--- src/sup_pkg.sv ---
package sup_pkg;

    // ------------------------------------------------------------
    // clock and time base
    // ------------------------------------------------------------
    localparam int CLK_PERIOD_NS = 40;
    localparam int CLK_HZ_DEF    = 1_000_000_000 / CLK_PERIOD_NS;
    localparam int TICK_HZ_DEF   = 32768;
    localparam int CNT_W         = 17;

    // ------------------------------------------------------------
    // register map: index, byte address is four times the index
    // ------------------------------------------------------------
    localparam int         ADDR_W      = 6;
    localparam logic [3:0] IDX_RATES   = 4'hb;
    localparam logic [3:0] IDX_ENABLES = 4'hc;
    localparam logic [3:0] IDX_FLAGS   = 4'hd;
    localparam logic [3:0] IDX_CONTROL = 4'he;

    localparam int RATE_WD_MSB  = 6;
    localparam int RATE_WD_LSB  = 4;
    localparam int RATE_PRD_MSB = 3;
    localparam int RATE_PRD_LSB = 0;
    // same bit order in the enables and flags registers
    localparam int BIT_ALARM    = 3;
    localparam int BIT_PERIODIC = 2;
    localparam int BIT_PFAIL    = 1;
    localparam int BIT_LOWEST   = 0;
    localparam int CTL_STOP     = 2;

    localparam logic [2:0] WD_RATE_RST   = 3'h0;
    localparam logic [3:0] PRD_RATE_RST  = 4'h0;
    localparam logic [3:0] ENABLES_RST   = 4'h0;
    localparam logic       STOP_RST      = 1'b0;
    localparam logic [2:0] WD_CODE_LONG  = 3'h7;
    localparam logic [3:0] PRD_CODE_NONE = 4'h0;
    localparam int         PRD_CNT_W     = 14;

    // ------------------------------------------------------------
    // timing, times in their own unit, counts derived
    // ------------------------------------------------------------
    localparam int ADDR_HOLD_NS     = 50;
    localparam int ADDR_HOLD_CYCLES = (ADDR_HOLD_NS + CLK_PERIOD_NS - 1) / CLK_PERIOD_NS;
    localparam int BTN_MIN_NS       = 1000;
    localparam int BTN_MIN_CYCLES   = (BTN_MIN_NS + CLK_PERIOD_NS - 1) / CLK_PERIOD_NS;
    localparam int WPT_NS_DEF       = 10000;
    localparam int WPT_CYCLES_DEF   = WPT_NS_DEF / CLK_PERIOD_NS;

    localparam int RECOVERY_MS      = 200;
    localparam int RECOVERY_TICKS   = int'(longint'(RECOVERY_MS) * TICK_HZ_DEF / 1000);
    localparam int BTN_PULSE_MS     = 200;
    localparam int BTN_PULSE_TICKS  = int'(longint'(BTN_PULSE_MS) * TICK_HZ_DEF / 1000);

    localparam longint WD_BASE_NS   = 23437500;
    localparam int WD_BASE_TICKS    = int'(WD_BASE_NS * TICK_HZ_DEF / 1_000_000_000);
    localparam int WD_RST_BASE_TICKS = WD_BASE_TICKS / 6;
    localparam int WD_DEF_MS        = 1500;
    localparam int WD_DEF_TICKS     = int'(longint'(WD_DEF_MS) * TICK_HZ_DEF / 1000);
    localparam int WD_DEF_RST_US    = 250;
    localparam int WD_DEF_RST_TICKS =
        int'((longint'(WD_DEF_RST_US) * TICK_HZ_DEF + 999_999) / 1_000_000);
    localparam int WD_LONG_MS       = 3000;
    localparam int WD_LONG_TICKS    = int'(longint'(WD_LONG_MS) * TICK_HZ_DEF / 1000);
    localparam int WD_LONG_RST_MS   = 500;
    localparam int WD_LONG_RST_TICKS = int'(longint'(WD_LONG_RST_MS) * TICK_HZ_DEF / 1000);

    // ------------------------------------------------------------
    // types
    // ------------------------------------------------------------
    typedef enum logic [1:0] {
        PWR_VALID,
        PWR_GRACE,
        PWR_DOWN,
        PWR_RECOVER
    } pwr_state_e;

endpackage

--- src/rtc_supervisor.sv ---
`timescale 1ns/100ps
`default_nettype none

module rtc_supervisor
    import sup_pkg::*;
#(
    parameter int CLK_HZ     = CLK_HZ_DEF,
    parameter int TICK_HZ    = TICK_HZ_DEF,
    parameter int WPT_CYCLES = WPT_CYCLES_DEF
) (
    input  wire logic              MCLK,
    input  wire logic              SRST,
    input  wire logic [ADDR_W-1:0] AVS_ADDRESS,
    input  wire logic              AVS_READ,
    input  wire logic              AVS_WRITE,
    input  wire logic [31:0]       AVS_WRITEDATA,
    input  wire logic [3:0]        AVS_BYTEENABLE,
    output logic      [31:0]       AVS_READDATA,
    output logic                   AVS_WAITREQUEST,
    input  wire logic              SUPPLY_ABOVE_POWER_FAIL_LEVEL,
    input  wire logic              BACKUP_MODE,
    input  wire logic              BACKUP_CELL_INPUT_OK,
    input  wire logic              WATCHDOG_KICK_IN,
    input  wire logic              WATCHDOG_FLOAT,
    input  wire logic              ALARM_MATCH,
    input  wire logic              CE_IN_N,
    output logic                   CE_OUT_N,
    input  wire logic              RST_I,
    output logic                   RST_O,
    output logic                   RST_OE,
    output logic                   INT_O,
    output logic                   INT_OE,
    output logic                   WATCHDOG_EXPIRED_OUT,
    output logic                   OSC_RUN,
    output logic                   WRITE_PROTECT
);

    // ------------------------------------------------------------
    // pin synchronisers
    // ------------------------------------------------------------
    logic [5:0] pins_level;
    logic       supply_ok;
    logic       backup;
    logic       cell_ok;
    logic       kick_level;
    logic       kick_float;
    logic       rst_pin;

    pin_sync #(
        .WIDTH (6)
    ) u_pins (
        .MCLK  (MCLK),
        .SRST  (SRST),
        .PIN   ({SUPPLY_ABOVE_POWER_FAIL_LEVEL, BACKUP_MODE, BACKUP_CELL_INPUT_OK,
                 WATCHDOG_KICK_IN, WATCHDOG_FLOAT, RST_I}),
        .LEVEL (pins_level)
    );

    assign {supply_ok, backup, cell_ok, kick_level, kick_float, rst_pin} = pins_level;

    // ------------------------------------------------------------
    // 32.768 kHz time base from the bus clock
    // ------------------------------------------------------------
    logic [31:0] tick_acc_reg;
    logic [31:0] tick_acc_sum;
    logic        tick;
    logic [31:0] tick_acc_next;

    assign tick_acc_sum  = tick_acc_reg + 32'(TICK_HZ);
    assign tick          = (tick_acc_sum >= 32'(CLK_HZ));
    assign tick_acc_next = tick ? tick_acc_sum - 32'(CLK_HZ) : tick_acc_sum;

    // ------------------------------------------------------------
    // registers
    // ------------------------------------------------------------
    logic [2:0]  wd_rate_reg;
    logic [3:0]  prd_rate_reg;
    logic [3:0]  enables_reg;
    logic        stop_reg;
    logic        alarm_flag_reg;
    logic        periodic_flag_reg;
    logic        pfail_flag_reg;

    // ------------------------------------------------------------
    // bus slave: a request is answered only once its address has
    // stood still, so a glitch never clears the flags
    // ------------------------------------------------------------
    logic              req;
    logic [ADDR_W-1:0] addr_prev_reg;
    logic [1:0]        hold_reg;
    logic [1:0]        hold_next;
    logic              hold_done;
    logic              accept;
    logic [3:0]        idx;
    logic              hit_rates;
    logic              hit_enables;
    logic              hit_flags;
    logic              hit_control;
    logic [7:0]        rd_byte;
    logic              wr_en;
    logic              flags_clear;
    logic              wp;

    assign req       = AVS_READ | AVS_WRITE;
    assign idx       = AVS_ADDRESS[ADDR_W-1:2];
    assign hit_rates   = (idx == IDX_RATES);
    assign hit_enables = (idx == IDX_ENABLES);
    assign hit_flags   = (idx == IDX_FLAGS);
    assign hit_control = (idx == IDX_CONTROL);
    assign hold_done = (hold_reg == 2'(ADDR_HOLD_CYCLES));
    assign hold_next = (!req || !AVS_WAITREQUEST || AVS_ADDRESS != addr_prev_reg) ? 2'h0 :
                       hold_done ? hold_reg : hold_reg + 2'h1;
    assign accept    = req && !AVS_WAITREQUEST;
    assign wr_en     = accept && AVS_WRITE && AVS_BYTEENABLE[0] && !wp;
    assign flags_clear = accept && AVS_READ && hit_flags;

    always_comb
    begin
        rd_byte = 8'h00;
        if (hit_rates)
            rd_byte = {1'b0, wd_rate_reg, prd_rate_reg};
        else if (hit_enables)
            rd_byte = {4'h0, enables_reg};
        else if (hit_flags)
            rd_byte = {4'h0, alarm_flag_reg, periodic_flag_reg, pfail_flag_reg, cell_ok};
        else if (hit_control)
            rd_byte = {5'h00, stop_reg, 2'h0};
    end

    always_ff @(posedge MCLK)
    begin
        if (SRST)
        begin
            AVS_WAITREQUEST <= 1'b1;
            AVS_READDATA    <= 32'h0000_0000;
            hold_reg        <= 2'h0;
            addr_prev_reg   <= '0;
        end
        else
        begin
            AVS_WAITREQUEST <= !(req && AVS_WAITREQUEST && hold_done);
            if (req && AVS_WAITREQUEST && hold_done)
                AVS_READDATA <= {24'h000000, rd_byte};
            hold_reg      <= hold_next;
            addr_prev_reg <= AVS_ADDRESS;
        end
    end

    // ------------------------------------------------------------
    // power sequence
    // ------------------------------------------------------------
    pwr_state_e       pwr_reg;
    pwr_state_e       pwr_next;
    logic [31:0]      grace_reg;
    logic [CNT_W-1:0] rec_reg;
    logic             ce_block_reg;
    logic             ce_in_level;
    logic             ce_in_s1_reg;
    logic             ce_in_s2_reg;
    logic             ce_in_s3_reg;
    logic             grace_over;
    logic             rec_over;
    logic             pfail_event;

    assign grace_over  = (grace_reg >= 32'(WPT_CYCLES - 1));
    assign rec_over    = (rec_reg == CNT_W'(RECOVERY_TICKS));
    assign pfail_event = (pwr_reg == PWR_VALID) && !supply_ok;
    assign wp          = (pwr_reg != PWR_VALID);
    assign ce_in_level = (ce_in_s2_reg == ce_in_s3_reg) ? ce_in_s3_reg : 1'b0;

    always_comb
    begin
        pwr_next = pwr_reg;
        case (pwr_reg)
            PWR_VALID:
                if (!supply_ok)
                    pwr_next = PWR_GRACE;
            PWR_GRACE:
                if (grace_over)
                    pwr_next = PWR_DOWN;
            PWR_DOWN:
                if (supply_ok)
                    pwr_next = PWR_RECOVER;
            PWR_RECOVER:
                if (!supply_ok)
                    pwr_next = PWR_DOWN;
                else if (rec_over)
                    pwr_next = PWR_VALID;
            default:
                pwr_next = PWR_DOWN;
        endcase
    end

    // combinational path kept so valid-power delay is a gate, not a clock
    assign CE_OUT_N = CE_IN_N | ce_block_reg;

    always_ff @(posedge MCLK)
    begin
        if (SRST)
        begin
            pwr_reg      <= PWR_DOWN;
            grace_reg    <= 32'h0000_0000;
            rec_reg      <= '0;
            ce_block_reg <= 1'b1;
            ce_in_s1_reg <= 1'b1;
            ce_in_s2_reg <= 1'b1;
            ce_in_s3_reg <= 1'b1;
        end
        else
        begin
            pwr_reg      <= pwr_next;
            ce_in_s1_reg <= CE_IN_N;
            ce_in_s2_reg <= ce_in_s1_reg;
            ce_in_s3_reg <= ce_in_s2_reg;
            grace_reg    <= (pwr_reg == PWR_GRACE) ? grace_reg + 32'h1 : 32'h0;
            if (pwr_reg != PWR_RECOVER)
                rec_reg <= '0;
            else if (tick && !rec_over)
                rec_reg <= rec_reg + CNT_W'(1);
            // idle enable gates at once; a running access keeps it
            if (pwr_reg == PWR_VALID && pwr_next == PWR_VALID)
                ce_block_reg <= 1'b0;
            else if (pwr_reg == PWR_GRACE && ce_in_level)
                ce_block_reg <= 1'b1;
            else if (pwr_next != PWR_GRACE)
                ce_block_reg <= 1'b1;
        end
    end

    // ------------------------------------------------------------
    // watchdog
    // ------------------------------------------------------------
    logic [CNT_W-1:0] wd_cnt_reg;
    logic [CNT_W-1:0] wd_limit;
    logic [CNT_W-1:0] wd_width;
    logic [2:0]       wd_shift;
    logic             kick_prev_reg;
    logic             kick;
    logic             wd_en;
    logic             wd_timeout;
    logic [CNT_W-1:0] pulse_reg;
    logic             pulse_on;
    logic             rst_drive;

    assign wd_shift = wd_rate_reg - 3'h1;
    assign wd_limit = (wd_rate_reg == WD_RATE_RST)  ? CNT_W'(WD_DEF_TICKS) :
                      (wd_rate_reg == WD_CODE_LONG) ? CNT_W'(WD_LONG_TICKS) :
                      CNT_W'(WD_BASE_TICKS) << wd_shift;
    assign wd_width = (wd_rate_reg == WD_RATE_RST)  ? CNT_W'(WD_DEF_RST_TICKS) :
                      (wd_rate_reg == WD_CODE_LONG) ? CNT_W'(WD_LONG_RST_TICKS) :
                      CNT_W'(WD_RST_BASE_TICKS) << wd_shift;
    assign kick       = (kick_level != kick_prev_reg);
    assign wd_en      = (pwr_reg == PWR_VALID) && !backup && !kick_float;
    assign pulse_on   = (pulse_reg != '0);
    assign rst_drive  = pulse_on || (pwr_reg == PWR_DOWN) || (pwr_reg == PWR_RECOVER);
    assign wd_timeout = wd_en && !rst_drive && tick && (wd_cnt_reg >= wd_limit - CNT_W'(1));

    // ------------------------------------------------------------
    // push button: the pin is only judged while nobody drives it
    // ------------------------------------------------------------
    logic [4:0] btn_cnt_reg;
    logic       btn_long;
    logic       btn_release;

    assign btn_long    = (btn_cnt_reg == 5'(BTN_MIN_CYCLES));
    assign btn_release = rst_pin && btn_long;

    always_ff @(posedge MCLK)
    begin
        if (SRST)
        begin
            kick_prev_reg        <= 1'b0;
            wd_cnt_reg           <= '0;
            pulse_reg            <= '0;
            btn_cnt_reg          <= 5'h00;
            WATCHDOG_EXPIRED_OUT <= 1'b1;
            RST_OE               <= 1'b1;
        end
        else
        begin
            kick_prev_reg <= kick_level;
            // count cleared while reset drives, so each reset starts a full period
            if (!wd_en || kick || rst_drive || wd_timeout)
                wd_cnt_reg <= '0;
            else if (tick)
                wd_cnt_reg <= wd_cnt_reg + CNT_W'(1);
            if (!wd_en || kick)
                WATCHDOG_EXPIRED_OUT <= 1'b1;
            else if (wd_timeout)
                WATCHDOG_EXPIRED_OUT <= 1'b0;
            if (wd_timeout)
                pulse_reg <= wd_width;
            else if (btn_release && (pwr_reg == PWR_VALID))
                pulse_reg <= CNT_W'(BTN_PULSE_TICKS);
            else if (tick && pulse_on)
                pulse_reg <= pulse_reg - CNT_W'(1);
            if (rst_drive || rst_pin || RST_OE)
                btn_cnt_reg <= 5'h00;
            else if (!btn_long)
                btn_cnt_reg <= btn_cnt_reg + 5'h01;
            RST_OE <= rst_drive || wd_timeout;
        end
    end

    // ------------------------------------------------------------
    // event flags and interrupt
    // ------------------------------------------------------------
    logic [PRD_CNT_W-1:0] prd_cnt_reg;
    logic [PRD_CNT_W-1:0] prd_mask;
    logic                 prd_event;
    logic                 irq_any;
    logic                 irq_backup;

    assign prd_mask  = PRD_CNT_W'((15'h0001 << (prd_rate_reg - 4'h1)) - 15'h0001);
    assign prd_event = tick && (prd_rate_reg != PRD_CODE_NONE)
                       && ((prd_cnt_reg & prd_mask) == '0);
    assign irq_any   = (alarm_flag_reg && enables_reg[BIT_ALARM])
                       || (periodic_flag_reg && enables_reg[BIT_PERIODIC])
                       || (pfail_flag_reg && enables_reg[BIT_PFAIL]);
    assign irq_backup = alarm_flag_reg && enables_reg[BIT_ALARM] && enables_reg[BIT_LOWEST];

    always_ff @(posedge MCLK)
    begin
        if (SRST)
        begin
            tick_acc_reg      <= 32'h0000_0000;
            prd_cnt_reg       <= '0;
            alarm_flag_reg    <= 1'b0;
            periodic_flag_reg <= 1'b0;
            pfail_flag_reg    <= 1'b0;
            INT_OE            <= 1'b0;
            RST_O             <= 1'b0;
            INT_O             <= 1'b0;
        end
        else
        begin
            tick_acc_reg <= tick_acc_next;
            if (tick)
                prd_cnt_reg <= prd_cnt_reg + PRD_CNT_W'(1);
            // a new event beats a clearing read in the same cycle
            alarm_flag_reg    <= ALARM_MATCH || (alarm_flag_reg && !flags_clear);
            periodic_flag_reg <= prd_event || (periodic_flag_reg && !flags_clear);
            pfail_flag_reg    <= pfail_event || (pfail_flag_reg && !flags_clear);
            if (flags_clear)
                INT_OE <= 1'b0;
            else if (backup || pwr_reg == PWR_DOWN)
                INT_OE <= irq_backup;
            else
                INT_OE <= irq_any;
            RST_O <= 1'b0;
            INT_O <= 1'b0;
        end
    end

    // ------------------------------------------------------------
    // register writes, oscillator, write protect
    // ------------------------------------------------------------
    logic lose_data;

    // without a good cell the retained fields do not survive power down
    assign lose_data = (pwr_reg == PWR_DOWN) && !cell_ok;

    always_ff @(posedge MCLK)
    begin
        if (SRST || lose_data)
        begin
            wd_rate_reg  <= WD_RATE_RST;
            prd_rate_reg <= PRD_RATE_RST;
            enables_reg  <= ENABLES_RST;
            stop_reg     <= STOP_RST;
        end
        else if (wr_en)
        begin
            if (hit_rates)
            begin
                wd_rate_reg  <= AVS_WRITEDATA[RATE_WD_MSB:RATE_WD_LSB];
                prd_rate_reg <= AVS_WRITEDATA[RATE_PRD_MSB:RATE_PRD_LSB];
            end
            else if (hit_enables)
                enables_reg <= AVS_WRITEDATA[BIT_ALARM:BIT_LOWEST];
            else if (hit_control)
                stop_reg <= AVS_WRITEDATA[CTL_STOP];
        end
    end

    always_ff @(posedge MCLK)
    begin
        if (SRST)
        begin
            OSC_RUN       <= 1'b1;
            WRITE_PROTECT <= 1'b1;
        end
        else
        begin
            OSC_RUN       <= !backup || stop_reg;
            WRITE_PROTECT <= wp || (pwr_next != PWR_VALID);
        end
    end

endmodule // rtc_supervisor

`default_nettype wire

--- src/pin_sync.sv ---
`timescale 1ns/100ps
`default_nettype none

// three-stage synchroniser; the output follows once stages two and three agree
module pin_sync #(
    parameter int WIDTH = 1
) (
    input  wire logic             MCLK,
    input  wire logic             SRST,
    input  wire logic [WIDTH-1:0] PIN,
    output logic      [WIDTH-1:0] LEVEL
);

    logic [WIDTH-1:0] s1_reg;
    logic [WIDTH-1:0] s2_reg;
    logic [WIDTH-1:0] s3_reg;
    logic [WIDTH-1:0] level_next;

    assign level_next = (s2_reg == s3_reg) ? s3_reg : LEVEL;

    always_ff @(posedge MCLK)
    begin
        if (SRST)
        begin
            s1_reg <= '0;
            s2_reg <= '0;
            s3_reg <= '0;
            LEVEL  <= '0;
        end
        else
        begin
            s1_reg <= PIN;
            s2_reg <= s1_reg;
            s3_reg <= s2_reg;
            LEVEL  <= level_next;
        end
    end

endmodule // pin_sync

`default_nettype wire

--- config.mk ---
export PLATFORM = sky130hd
export DESIGN_NAME = rtc_supervisor
export DESIGN_NICKNAME = d
export VERILOG_FILES = /design/src/sup_pkg.sv /design/src/rtc_supervisor.sv /design/src/pin_sync.sv
export SDC_FILE = /design/constraint.sdc
export NUM_CORES = 1
export LEC_CHECK = 0
export BUFFER_PORTS_ARGS = -buffer_cell sky130_fd_sc_hd__buf_2
export CORE_AREA = 2 2 137 139
export CTS_BUF_LIST = sky130_fd_sc_hd__clkbuf_4
export CTS_CLUSTER_SIZE = 8
export DETAILED_ROUTE_END_ITERATION = 6
export DIE_AREA = 0 0 139 141
export GPL_TIMING_DRIVEN = 0
export HOLD_SLACK_MARGIN = 0.12
export PLACE_DENSITY = 0.86
export SYNTH_ARGS = -nofsm -noshare
export SYNTH_HDL_FRONTEND = slang
export SYNTH_HIERARCHICAL = 1
export SYNTH_SLANG_ARGS = --single-unit
--- constraint.sdc ---
create_clock -name MCLK -period 5.3 [get_ports MCLK]
set_input_delay 1.06 -clock MCLK [delete_from_list [all_inputs] [get_ports MCLK]]
set_output_delay 1.06 -clock MCLK [all_outputs]
set_load 0.05 [all_outputs]
==> flow_summary_export.csv, run 1 <==
group,metric,value,unit
timing,post-route-period-util,95.4,%
worst_setup_path,ff2ff_setup_slack,0.24,ns
placement,placed_area,0.0112,mm2
placement,gp_congestion,1.02,
worst_setup_path,setup.worst_path.end,"pulse_reg[11]",
global_route,grt_pass1_wl,43200,um
yosys,synth_compound_area_share,15.4,%
yosys,async_flop_share,0,%
power_and_ir_drop,p_clk_share,19.4,%
yosys,yosys.area_share.simple,27.3,%
drt,dr.pass1.iters,7,
clock_network,cts_resized,0,
clock_network,cts.sinks,195,
power_and_ir_drop,swShare,43.7,%
die,die_area,0.0196,mm2
global_route,grt_use_total,26.7,%
placement,dpl.hpwl,19400,um
yosys,synthXorXnorAreaFrac,8.64,%
die,fp-row-count,50,
hold_path,holdCritPathClass,"flop to flop",
drt,top_layer_used,"met4",
drt,viasPerCell,6.05,
yosys,yosysWarnings,6,
worst_setup_path,crit_start,"wd_rate_reg[0]",
power_and_ir_drop,power.leakage,4.22,nW
yosys,synthMuxAreaShare,2.35,%
worst_setup_path,timing.rr.start,"wd_rate_reg[0]",
clock_network,cts_buffers,17,
layout,final_util,63.1,%
global_route,grt_pass1_vias,8889,
drt,drt_iter0_drc,905,
run,max_cap_violations,0,
timing,drv_slew,0,
power_and_ir_drop,p_seq_share,39.6,%
yosys,synth_top_family_by_area,"simple AND/OR/NAND/NOR gates",
drt,route.met2.wl,12600,um
layout,areaGrowthSynthToFinish,8.41,%
timing,fin_skew,0.0228,ns
global_route,grt.overflow.total,0,
timing,min_period,5.06,ns
clock_network,htree_levels,4,
outcome,outcome,"finished clean",
layout,drive_gt1_share,10.3,%
power_and_ir_drop,power_switching,1.95,mW
worst_setup_path,cp.required,5.83,ns
layout,stdcell_area,0.0115,mm2
clock_network,cts_tree,"built",
clock_network,post-cts-setup-buffer-count,0,
yosys,yosysSeqAreaShare,36.7,%
drt,drc,0,
yosys,ys.flop_type,"dfxtp_1",
timing,final-setup-viol-count,0,
clock_network,clk_transition_reported_paths,0.18,ns
yosys,synth_edf_count,0,
drt,wl_met1,11100,um
power_and_ir_drop,intPower,2.51,mW
yosys,synth_fa_ha_area_share,3.86,%
global_route,grt_max_degree,21,
worst_setup_path,arrival,5.58,ns
clock_network,hold_buffers,0,
timing,rsz0062_at_grt,"no",
worst_setup_path,start_kind,"flop",
power_and_ir_drop,pwr-share-comb,41.0,%
timing,hold_violations,0,
worst_setup_path,cp-end-kind,"flop",
die,io_pins,95,
die,fp.dieH,141,um
drt,route.met3.wl,1870,um
clock_network,cts-root-buf,"clkbuf_4",
power_and_ir_drop,powerDensity,386,mW/mm2
layout,largest_reg_flops,32,
yosys,synth_cell_type_count,83,
layout,final_common_cell,"dfxtp_1",
yosys,synth.area.top_cells,"dfxtp_1 (37%), xnor2_1 (5.1%), nor2_1 (5.0%), ha_1 (3.8%), xor2_1 (3.4%)",
timing,timing.fmax,198,MHz
timing,slew-limit-headroom,24.1,%
worst_setup_path,r2r_cells,17,
die,coreArea,0.0183,mm2
yosys,netlist_instances,1276,
layout,final_cell_mix,"dfxtp_1 (195), nor2_1 (141), nand2_1 (93)",
timing,worstMarginPinSlew,1.13,ns
yosys,syn_avg_cell_area,8.33,um2
worst_setup_path,crit_type,"flop to flop",
timing,totalNegativeSetupSlack,0,ns
worst_setup_path,r2r_end,"pulse_reg[11]",
power_and_ir_drop,ir_drop,0.287,mV
clock_network,cts_buffer_depth,2,
die,die_w,139,um
drt,routed_wirelength,26400,um
yosys,yosys.area.top_type,"dfxtp_1",
placement,portBuffers,38,
yosys,synth_top_area_share,36.7,%
clock_network,clock_latency,0.61,ns
drt,ant_nets,0,
drt,vias,9720,
global_route,antenna_found_initial,1,
power_and_ir_drop,total_power,4.45,mW
yosys,netlist_area,0.0106,mm2
die,initial_core_util,58.2,%
yosys,ys_seq_elements,195,
worst_setup_path,worstPathMaxFanout,9,
drt,wl_per_cell,16.4,um
layout,fin_nets,1445,
## layout make-up
class	instances	area, um2
buffer	89	460
sequential	195	3900
fill	1522	6740
multi-input combinational	978	6220
timing repair buffer	38	190
tap	234	293
antenna	1	2.50
inverter	40	150
clock buffer	17	128
clock inverter	15	184
## worst min-delay path by stage
| stage | start | endpoint | depth (start not counted) |
|---|---|---|---|
| after floorplan | ce_in_s1_reg | ce_in_s2_reg | 1 |
| after global placement | ce_in_s1_reg | ce_in_s2_reg | 1 |
| after detailed placement | ce_in_s1_reg | ce_in_s2_reg | 1 |
| after CTS | ce_in_s1_reg | ce_in_s2_reg | 1 |
| after global routing | ce_in_s1_reg | ce_in_s2_reg | 1 |
| final | ce_in_s1_reg | ce_in_s2_reg | 1 |
## worst max-delay path, stage by stage (launching register included)
cell	delay [ns]
dfxtp_1	0.53
inv_1	0.15
ha_1	0.21
clkbuf_1	0.18
or3_1	0.37
o21ai_1	0.27
nand2_1	0.19
ha_1	0.25
xor2_1	0.19
ha_1	0.31
and3_1	0.16
o2111ai_1	0.13
a2111o_1	0.44
nand3_1	0.12
nor4b_1	0.73
o31ai_4	0.31
mux2i_1	0.21
a211oi_2	0.23
## cell usage after synthesis (all sizes together), types with 6 or more instances
cell type,count
nand2b,15
or2,9
nor4,23
nor2,141
nand4,33
o21a,7
inv,40
mux2i,25
xor2,42
xnor2,62
nand3,58
and4,7
o31ai,26
nand2,93
a31oi,33
ha,32
a211oi,12
a311oi,12
buf,43
or4,18
clkbuf,46
dfxtp,195
and2,15
a21oi,65
nand3b,7
nor2b,31
or3,24
o21ai,35
o211ai,6
and3,20
nor3,37
## logic make-up after synthesis
family	Yosys count
simple gates	549
xor+xnor	104
mux	25
compound gates	240
fa+ha+maj	33
flops	195
other cells	1
buf+inv	129
## metrics by stage
stage / worst slack, ns / std cells / hold slack [ns]
3_3_place_gp: 0.464 / 1574 / 0.395
2_1_floorplan: 1.26 / 1302 / 0.389
5_1_grt: 0.0794 / 1607 / 0.461
6_report: 0.244 / 1607 / 0.448
3_5_place_dp: 0.393 / 1574 / 0.412
4_1_cts: 0.343 / 1606 / 0.453
## routing by layer
metal,track usage [%],vias to the layer above
met2,46.0,400
met5,0,-
met3,4.52,74
met1,33.6,4557
li1,-,4689
met4,10.4,0
## power groups by stage
| stage | logic, mW | registers, mW | clock network (mW) |
|---|---|---|---|
| 6_report | 1.83 | 1.77 | 0.862 |
| 5_1_grt | 1.98 | 1.78 | 0.931 |
| 4_1_cts | 1.77 | 1.75 | 0.874 |
| 3_5_place_dp | 1.76 | 1.79 | 0 |
| 3_3_place_gp | 1.72 | 1.78 | 0 |
| 2_1_floorplan | 1.34 | 1.75 | 0 |
(Power assumes the default switching activity.)
==> inputs of run 2 (changes only) <==
clock period = 4.81 ns   (was 5.3 ns; I/O delays follow)
==> flow_summary_export.csv, run 2 (synthesis results as in run 1) <==
group,metric,value,unit
outcome,outcome,"finished clean",
timing,rsz0062_at_grt,"no",
timing,final-setup-viol-count,0,
hold_path,hold_depth,1,
layout,multi_input_comb_area,0.00624,mm2
clock_network,cts.sinks,195,
timing,totalNegativeSetupSlack,0,ns
timing,slew-limit-headroom,18.7,%
worst_setup_path,cp_cell_sequence,"inv_1, ha_1, clkbuf_1, or3_1, o21ai_2, nand2_1, ha_1, xor2_1, ha_1, and3_1, o2111ai_1, a2111o_1, nand3_1, nor4b_2, o31ai_4, mux2i_1, a211oi_2",
layout,regArea,0.00391,mm2
clock_network,cts_tree,"built",
power_and_ir_drop,total_power,4.90,mW
layout,final_common_cell,"dfxtp_1",
timing,setup_ws,0.377,ns
power_and_ir_drop,powerDensity,424,mW/mm2
worst_setup_path,crit_path_frequent_cell,"ha_1",
layout,fin_nets,1445,
die,initial_core_util,58.2,%
die,die_w,139,um
global_route,grt_max_degree,21,
clock_network,htree_levels,4,
die,io_pins,95,
worst_setup_path,crit_slowest_cell,"dfxtp_2",
run,max_cap_violations,0,
timing,timing.fmax,226,MHz
worst_setup_path,cp.required,5.33,ns
worst_setup_path,r2r_cells,17,
placement,placed_area,0.0112,mm2
worst_setup_path,ff2ff_setup_slack,0.38,ns
global_route,antenna_found_initial,1,
clock_network,cts_buffers,17,
worst_setup_path,worstPathMaxFanout,9,
drt,vias,9761,
drt,dr.pass1.iters,6,
drt,ant_nets,0,
global_route,grt_pass1_wl,43200,um
global_route,grt.overflow.total,0,
layout,layoutNonFillerInstCount,1607,
global_route,grt_use_total,26.7,%
timing,post-route-period-util,92.2,%
clock_network,post-cts-setup-buffer-count,0,
drt,drt_iter0_drc,1002,
layout,largest_reg_flops,32,
die,fp.dieH,141,um
global_route,grt_pass1_vias,8898,
clock_network,clock_latency,0.61,ns
layout,stdcell_area,0.0116,mm2
worst_setup_path,r2r_end,"pulse_reg[11]",
clock_network,hold_buffers,0,
layout,areaGrowthSynthToFinish,8.70,%
timing,min_period,4.43,ns
timing,hold_slack,0.448,ns
worst_setup_path,start_kind,"flop",
layout,final_util,63.3,%
drt,viasPerCell,6.07,
timing,worstMarginPinSlew,1.21,ns
placement,dpl.cell_count,1574,
worst_setup_path,cp-end-kind,"flop",
clock_network,clk_transition_reported_paths,0.18,ns
worst_setup_path,crit_type,"flop to flop",
placement,pre_cts_ws,-0.0975,ns
placement,portBuffers,38,
power_and_ir_drop,ir_drop,0.319,mV
layout,final_cell_mix,"dfxtp_1 (193), nor2_1 (141), nand2_1 (93)",
hold_path,holdCritPathClass,"flop to flop",
worst_setup_path,crit_family,"simple AND/OR/NAND/NOR gates",
clock_network,cts-root-buf,"clkbuf_4",
timing,drv_slew,0,
worst_setup_path,critPathBufInv,2,
die,die_area,0.0196,mm2
hold_path,min_from,"ce_in_s1_reg",
die,fp-row-count,50,
power_and_ir_drop,power.leakage,4.24,nW
timing,fin_skew,0.0234,ns
worst_setup_path,timing.rr.start,"wd_rate_reg[0]",
worst_setup_path,path_depth,17,
drt,wl_per_cell,16.4,um
placement,dpl.hpwl,19400,um
placement,gp_congestion,1.02,
worst_setup_path,cpPeakStageDelay,0.45,ns
layout,num-fill-cells,1519,
die,coreArea,0.0183,mm2
clock_network,cts_buffer_depth,2,
timing,hold_violations,0,
drt,drc,0,
worst_setup_path,arrival,4.96,ns
layout,drive_gt1_share,10.6,%
drt,routed_wirelength,26400,um
hold_path,holdPathEnd,"ce_in_s2_reg",
[run 2: layout make-up]
type / instances / area share, %
diodes: 1 / 0.0217
plain buffers: 89 / 3.98
clock buffers: 17 / 1.10
clock inverters: 15 / 1.59
inverters: 40 / 1.30
multi-input cells: 978 / 54.0
flip-flops and latches: 195 / 33.8
well taps: 234 / 2.53
repair buffers: 38 / 1.65
[run 2: how the worst max path moves through the flow]
| stage | start | endpoint | slack [ns] |
|---|---|---|---|
| 3_3_place_gp | wd_rate_reg[0] | pulse_reg[3] | -0.03 |
| 3_5_place_dp | wd_rate_reg[0] | pulse_reg[3] | -0.1 |
| 5_1_grt | wd_rate_reg[0] | pulse_reg[11] | 0.12 |
| 6_report | wd_rate_reg[0] | pulse_reg[11] | 0.38 |
| 2_1_floorplan | wd_rate_reg[0] | pulse_reg[11] | 0.77 |
| 4_1_cts | wd_rate_reg[0] | pulse_reg[13] | 0.08 |
[run 2: worst register-to-register path, stage by stage, from the launching register on]
cell       delay, ns
dfxtp_2         0.45
inv_1           0.11
ha_1            0.20
clkbuf_1        0.18
or3_1           0.39
o21ai_2         0.14
nand2_1         0.16
ha_1            0.24
xor2_1          0.19
ha_1            0.31
and3_1          0.16
o2111ai_1       0.13
a2111o_1        0.45
nand3_1         0.14
nor4b_2         0.42
o31ai_4         0.25
mux2i_1         0.19
a211oi_2        0.23
[run 2: metal layers]
layer,global-route usage (%),up-vias,wire length [um]
li1,-,4701,-
met1,33.6,4584,11000
met2,46.0,404,12800
met3,4.52,72,1850
met4,10.4,0,766
met5,0,-,0
[run 2: what timing repair did]
action | 4_1_cts | 5_1_grt
pin swaps | 0 | 0
resized for setup | 1 | 5
setup endpoints to repair | 14 | 23
[run 2: power breakdown]
part	total [mW]	internal (mW)	switching, mW
combinational	2.01	0.695	1.31
clock	0.949	0.294	0.655
sequential	1.94	1.77	0.171
total	4.90	2.76	2.14
==> inputs of run 3 (changes only) <==
CORE_AREA = 2 2 178 180   (was 2 2 137 139)
DIE_AREA = 0 0 180 182   (was 0 0 139 141)
PLACE_DENSITY = 0.58   (was 0.86)
REMOVE_ABC_BUFFERS = 1   (was unset)
SETUP_SLACK_MARGIN = 0.4   (was unset)
==> flow_summary_export.csv, run 3 (synthesis results as in run 1) <==
group,metric,value,unit
layout,largest_reg_flops,32,
hold_path,min_from,"ce_in_s1_reg",
power_and_ir_drop,swShare,42.9,%
outcome,outcome,"finished clean",
placement,portBuffers,39,
worst_setup_path,worstPathMaxFanout,26,
worst_setup_path,r2r_end,"prd_cnt_reg[6]",
timing,hold_violations,0,
timing,post-route-period-util,86.2,%
clock_network,clock_latency,0.61,ns
clock_network,clk_transition_reported_paths,0.18,ns
worst_setup_path,cp-end-kind,"flop",
clock_network,cts-root-buf,"clkbuf_4",
global_route,grt_pass1_wl,42100,um
clock_network,hold_buffers,0,
global_route,antenna_found_initial,1,
layout,stdcell_area,0.0114,mm2
worst_setup_path,start_kind,"flop",
global_route,grt_use_total,15.3,%
hold_path,hold_depth,1,
run,max_cap_violations,0,
layout,final_common_cell,"dfxtp_1",
hold_path,holdPathEnd,"ce_in_s2_reg",
global_route,grt_max_degree,87,
die,initial_core_util,34.3,%
layout,drive_gt1_share,8.99,%
layout,final_util,36.9,%
clock_network,cts_tree,"built",
die,die_w,180,um
layout,final_cell_mix,"dfxtp_1 (193), nor2_1 (141), nand2_1 (93)",
drt,dr.pass1.iters,7,
worst_setup_path,arrival,4.68,ns
drt,wl_per_cell,14.8,um
drt,ant_nets,0,
layout,fin_nets,1364,
power_and_ir_drop,p_seq_share,41.3,%
clock_network,cts_buffers,17,
placement,dpl.cell_count,1658,
power_and_ir_drop,p_clk_share,17.8,%
timing,slew-limit-headroom,8.63,%
die,fp-row-count,65,
worst_setup_path,r2r_cells,11,
power_and_ir_drop,intPower,2.69,mW
hold_path,holdCritPathClass,"flop to flop",
clock_network,htree_levels,4,
drt,vias,8990,
timing,totalNegativeSetupSlack,0,ns
die,coreArea,0.0310,mm2
timing,final-setup-viol-count,0,
power_and_ir_drop,powerDensity,413,mW/mm2
layout,num-fill-cells,3222,
placement,gp_congestion,0.828,
die,fp.dieH,182,um
die,io_pins,95,
placement,placed_area,0.0111,mm2
placement,dpl.hpwl,16800,um
drt,viasPerCell,5.31,
timing,drv_slew,0,
die,die_area,0.0328,mm2
power_and_ir_drop,power.leakage,4.00,nW
worst_setup_path,timing.rr.start,"tick_acc_reg[15]",
global_route,grt_pass1_vias,8365,
worst_setup_path,crit_type,"flop to flop",
clock_network,cts_buffer_depth,2,
power_and_ir_drop,power_switching,2.02,mW
timing,min_period,4.14,ns
drt,routed_wirelength,25100,um
power_and_ir_drop,pwr-share-comb,40.8,%
timing,fin_skew,0.0316,ns
drt,drc,0,
worst_setup_path,ff2ff_setup_slack,0.67,ns
layout,areaGrowthSynthToFinish,7.47,%
power_and_ir_drop,ir_drop,0.231,mV
drt,drt_iter0_drc,478,
timing,worstMarginPinSlew,1.36,ns
timing,rsz0062_at_grt,"yes",
global_route,grt.overflow.total,0,
timing,timing.fmax,241,MHz
clock_network,cts.sinks,195,
layout,layoutNonFillerInstCount,1694,
worst_setup_path,cp.required,5.34,ns
## run 3: changes by cell type in the layout (fill, tap and decap cells not counted), moves of 2 or more
cell,change
buf_1,-2
buf_16,+3
buf_2,-11
buf_4,-28
clkbuf_1,-46
clkinv_2,+2
clkinv_4,+2
clkinv_8,-2
clkinvlp_4,+2
inv_6,-3
## run 3: worst max path at each step
stage / from / end / slack, ns
detailed placement: tick_acc_reg[15] / tick_acc_reg[21] / -0.28
global route: wd_rate_reg[0] / pulse_reg[3] / 0.33
floorplan: tick_acc_reg[15] / tick_acc_reg[28] / 0.73
global placement: tick_acc_reg[15] / tick_acc_reg[29] / -1.08
finish: tick_acc_reg[15] / prd_cnt_reg[6] / 0.67
CTS: wd_rate_reg[1] / pulse_reg[13] / 0.42
## run 3: per-stage QoR
stage	hold slack, ns	power (mW)	worst slack, ns
floorplan	0.389	3.29	0.728
global placement	0.404	3.71	-1.08
detailed placement	0.406	3.84	-0.283
CTS	0.441	4.73	0.417
global route	0.466	5.05	0.325
finish	0.438	4.72	0.665
## run 3: power groups by stage
stage	clock network, mW	registers [mW]	logic (mW)
4_1_cts	0.884	1.95	1.90
5_1_grt	0.954	1.98	2.12
2_1_floorplan	0	1.94	1.35
6_report	0.841	1.95	1.93
3_3_place_gp	0	1.98	1.73
3_5_place_dp	0	1.98	1.86
## run 3: worst max-delay path, stage by stage, from the launching register on
cell and delay [ns]:
dfxtp_1 0.54, ha_1 0.29, nand3_1 0.27, or2_1 0.41, nor4_1 0.84, nor3_4 0.27, o21ai_4 0.29, nor3_4 0.12
buf_16 0.20, buf_16 0.16, or4_1 0.50, a21oi_1 0.15
## run 3: layout make-up
class / instances / area (um2) / area share [%]
Tap cell: 402 / 503 / 4.40
Sequential cell: 195 / 3910 / 34.2
Inverter: 40 / 150 / 1.31
Clock inverter: 15 / 125 / 1.09
Timing Repair Buffer: 45 / 323 / 2.82
Clock buffer: 17 / 128 / 1.12
Antenna cell: 1 / 2.50 / 0.0219
Multi-Input combinational cell: 979 / 6290 / 55.0
## run 3: per-layer routing
metal | vias to the layer above | part of all wire [%] | global-route usage, %
met5 | - | 0 | 0
met4 | 0 | 1.4 | 4.23
met3 | 20 | 3.3 | 2.43
met2 | 160 | 46 | 25.2
met1 | 4283 | 49 | 20.9
li1 | 4527 | - | -
## run 3: repair_timing
action	CTS	global route
resized for setup	5	8
gates cloned	1	0
pin swaps	1	2
setup buffers	0	2
setup endpoints to repair	39	50
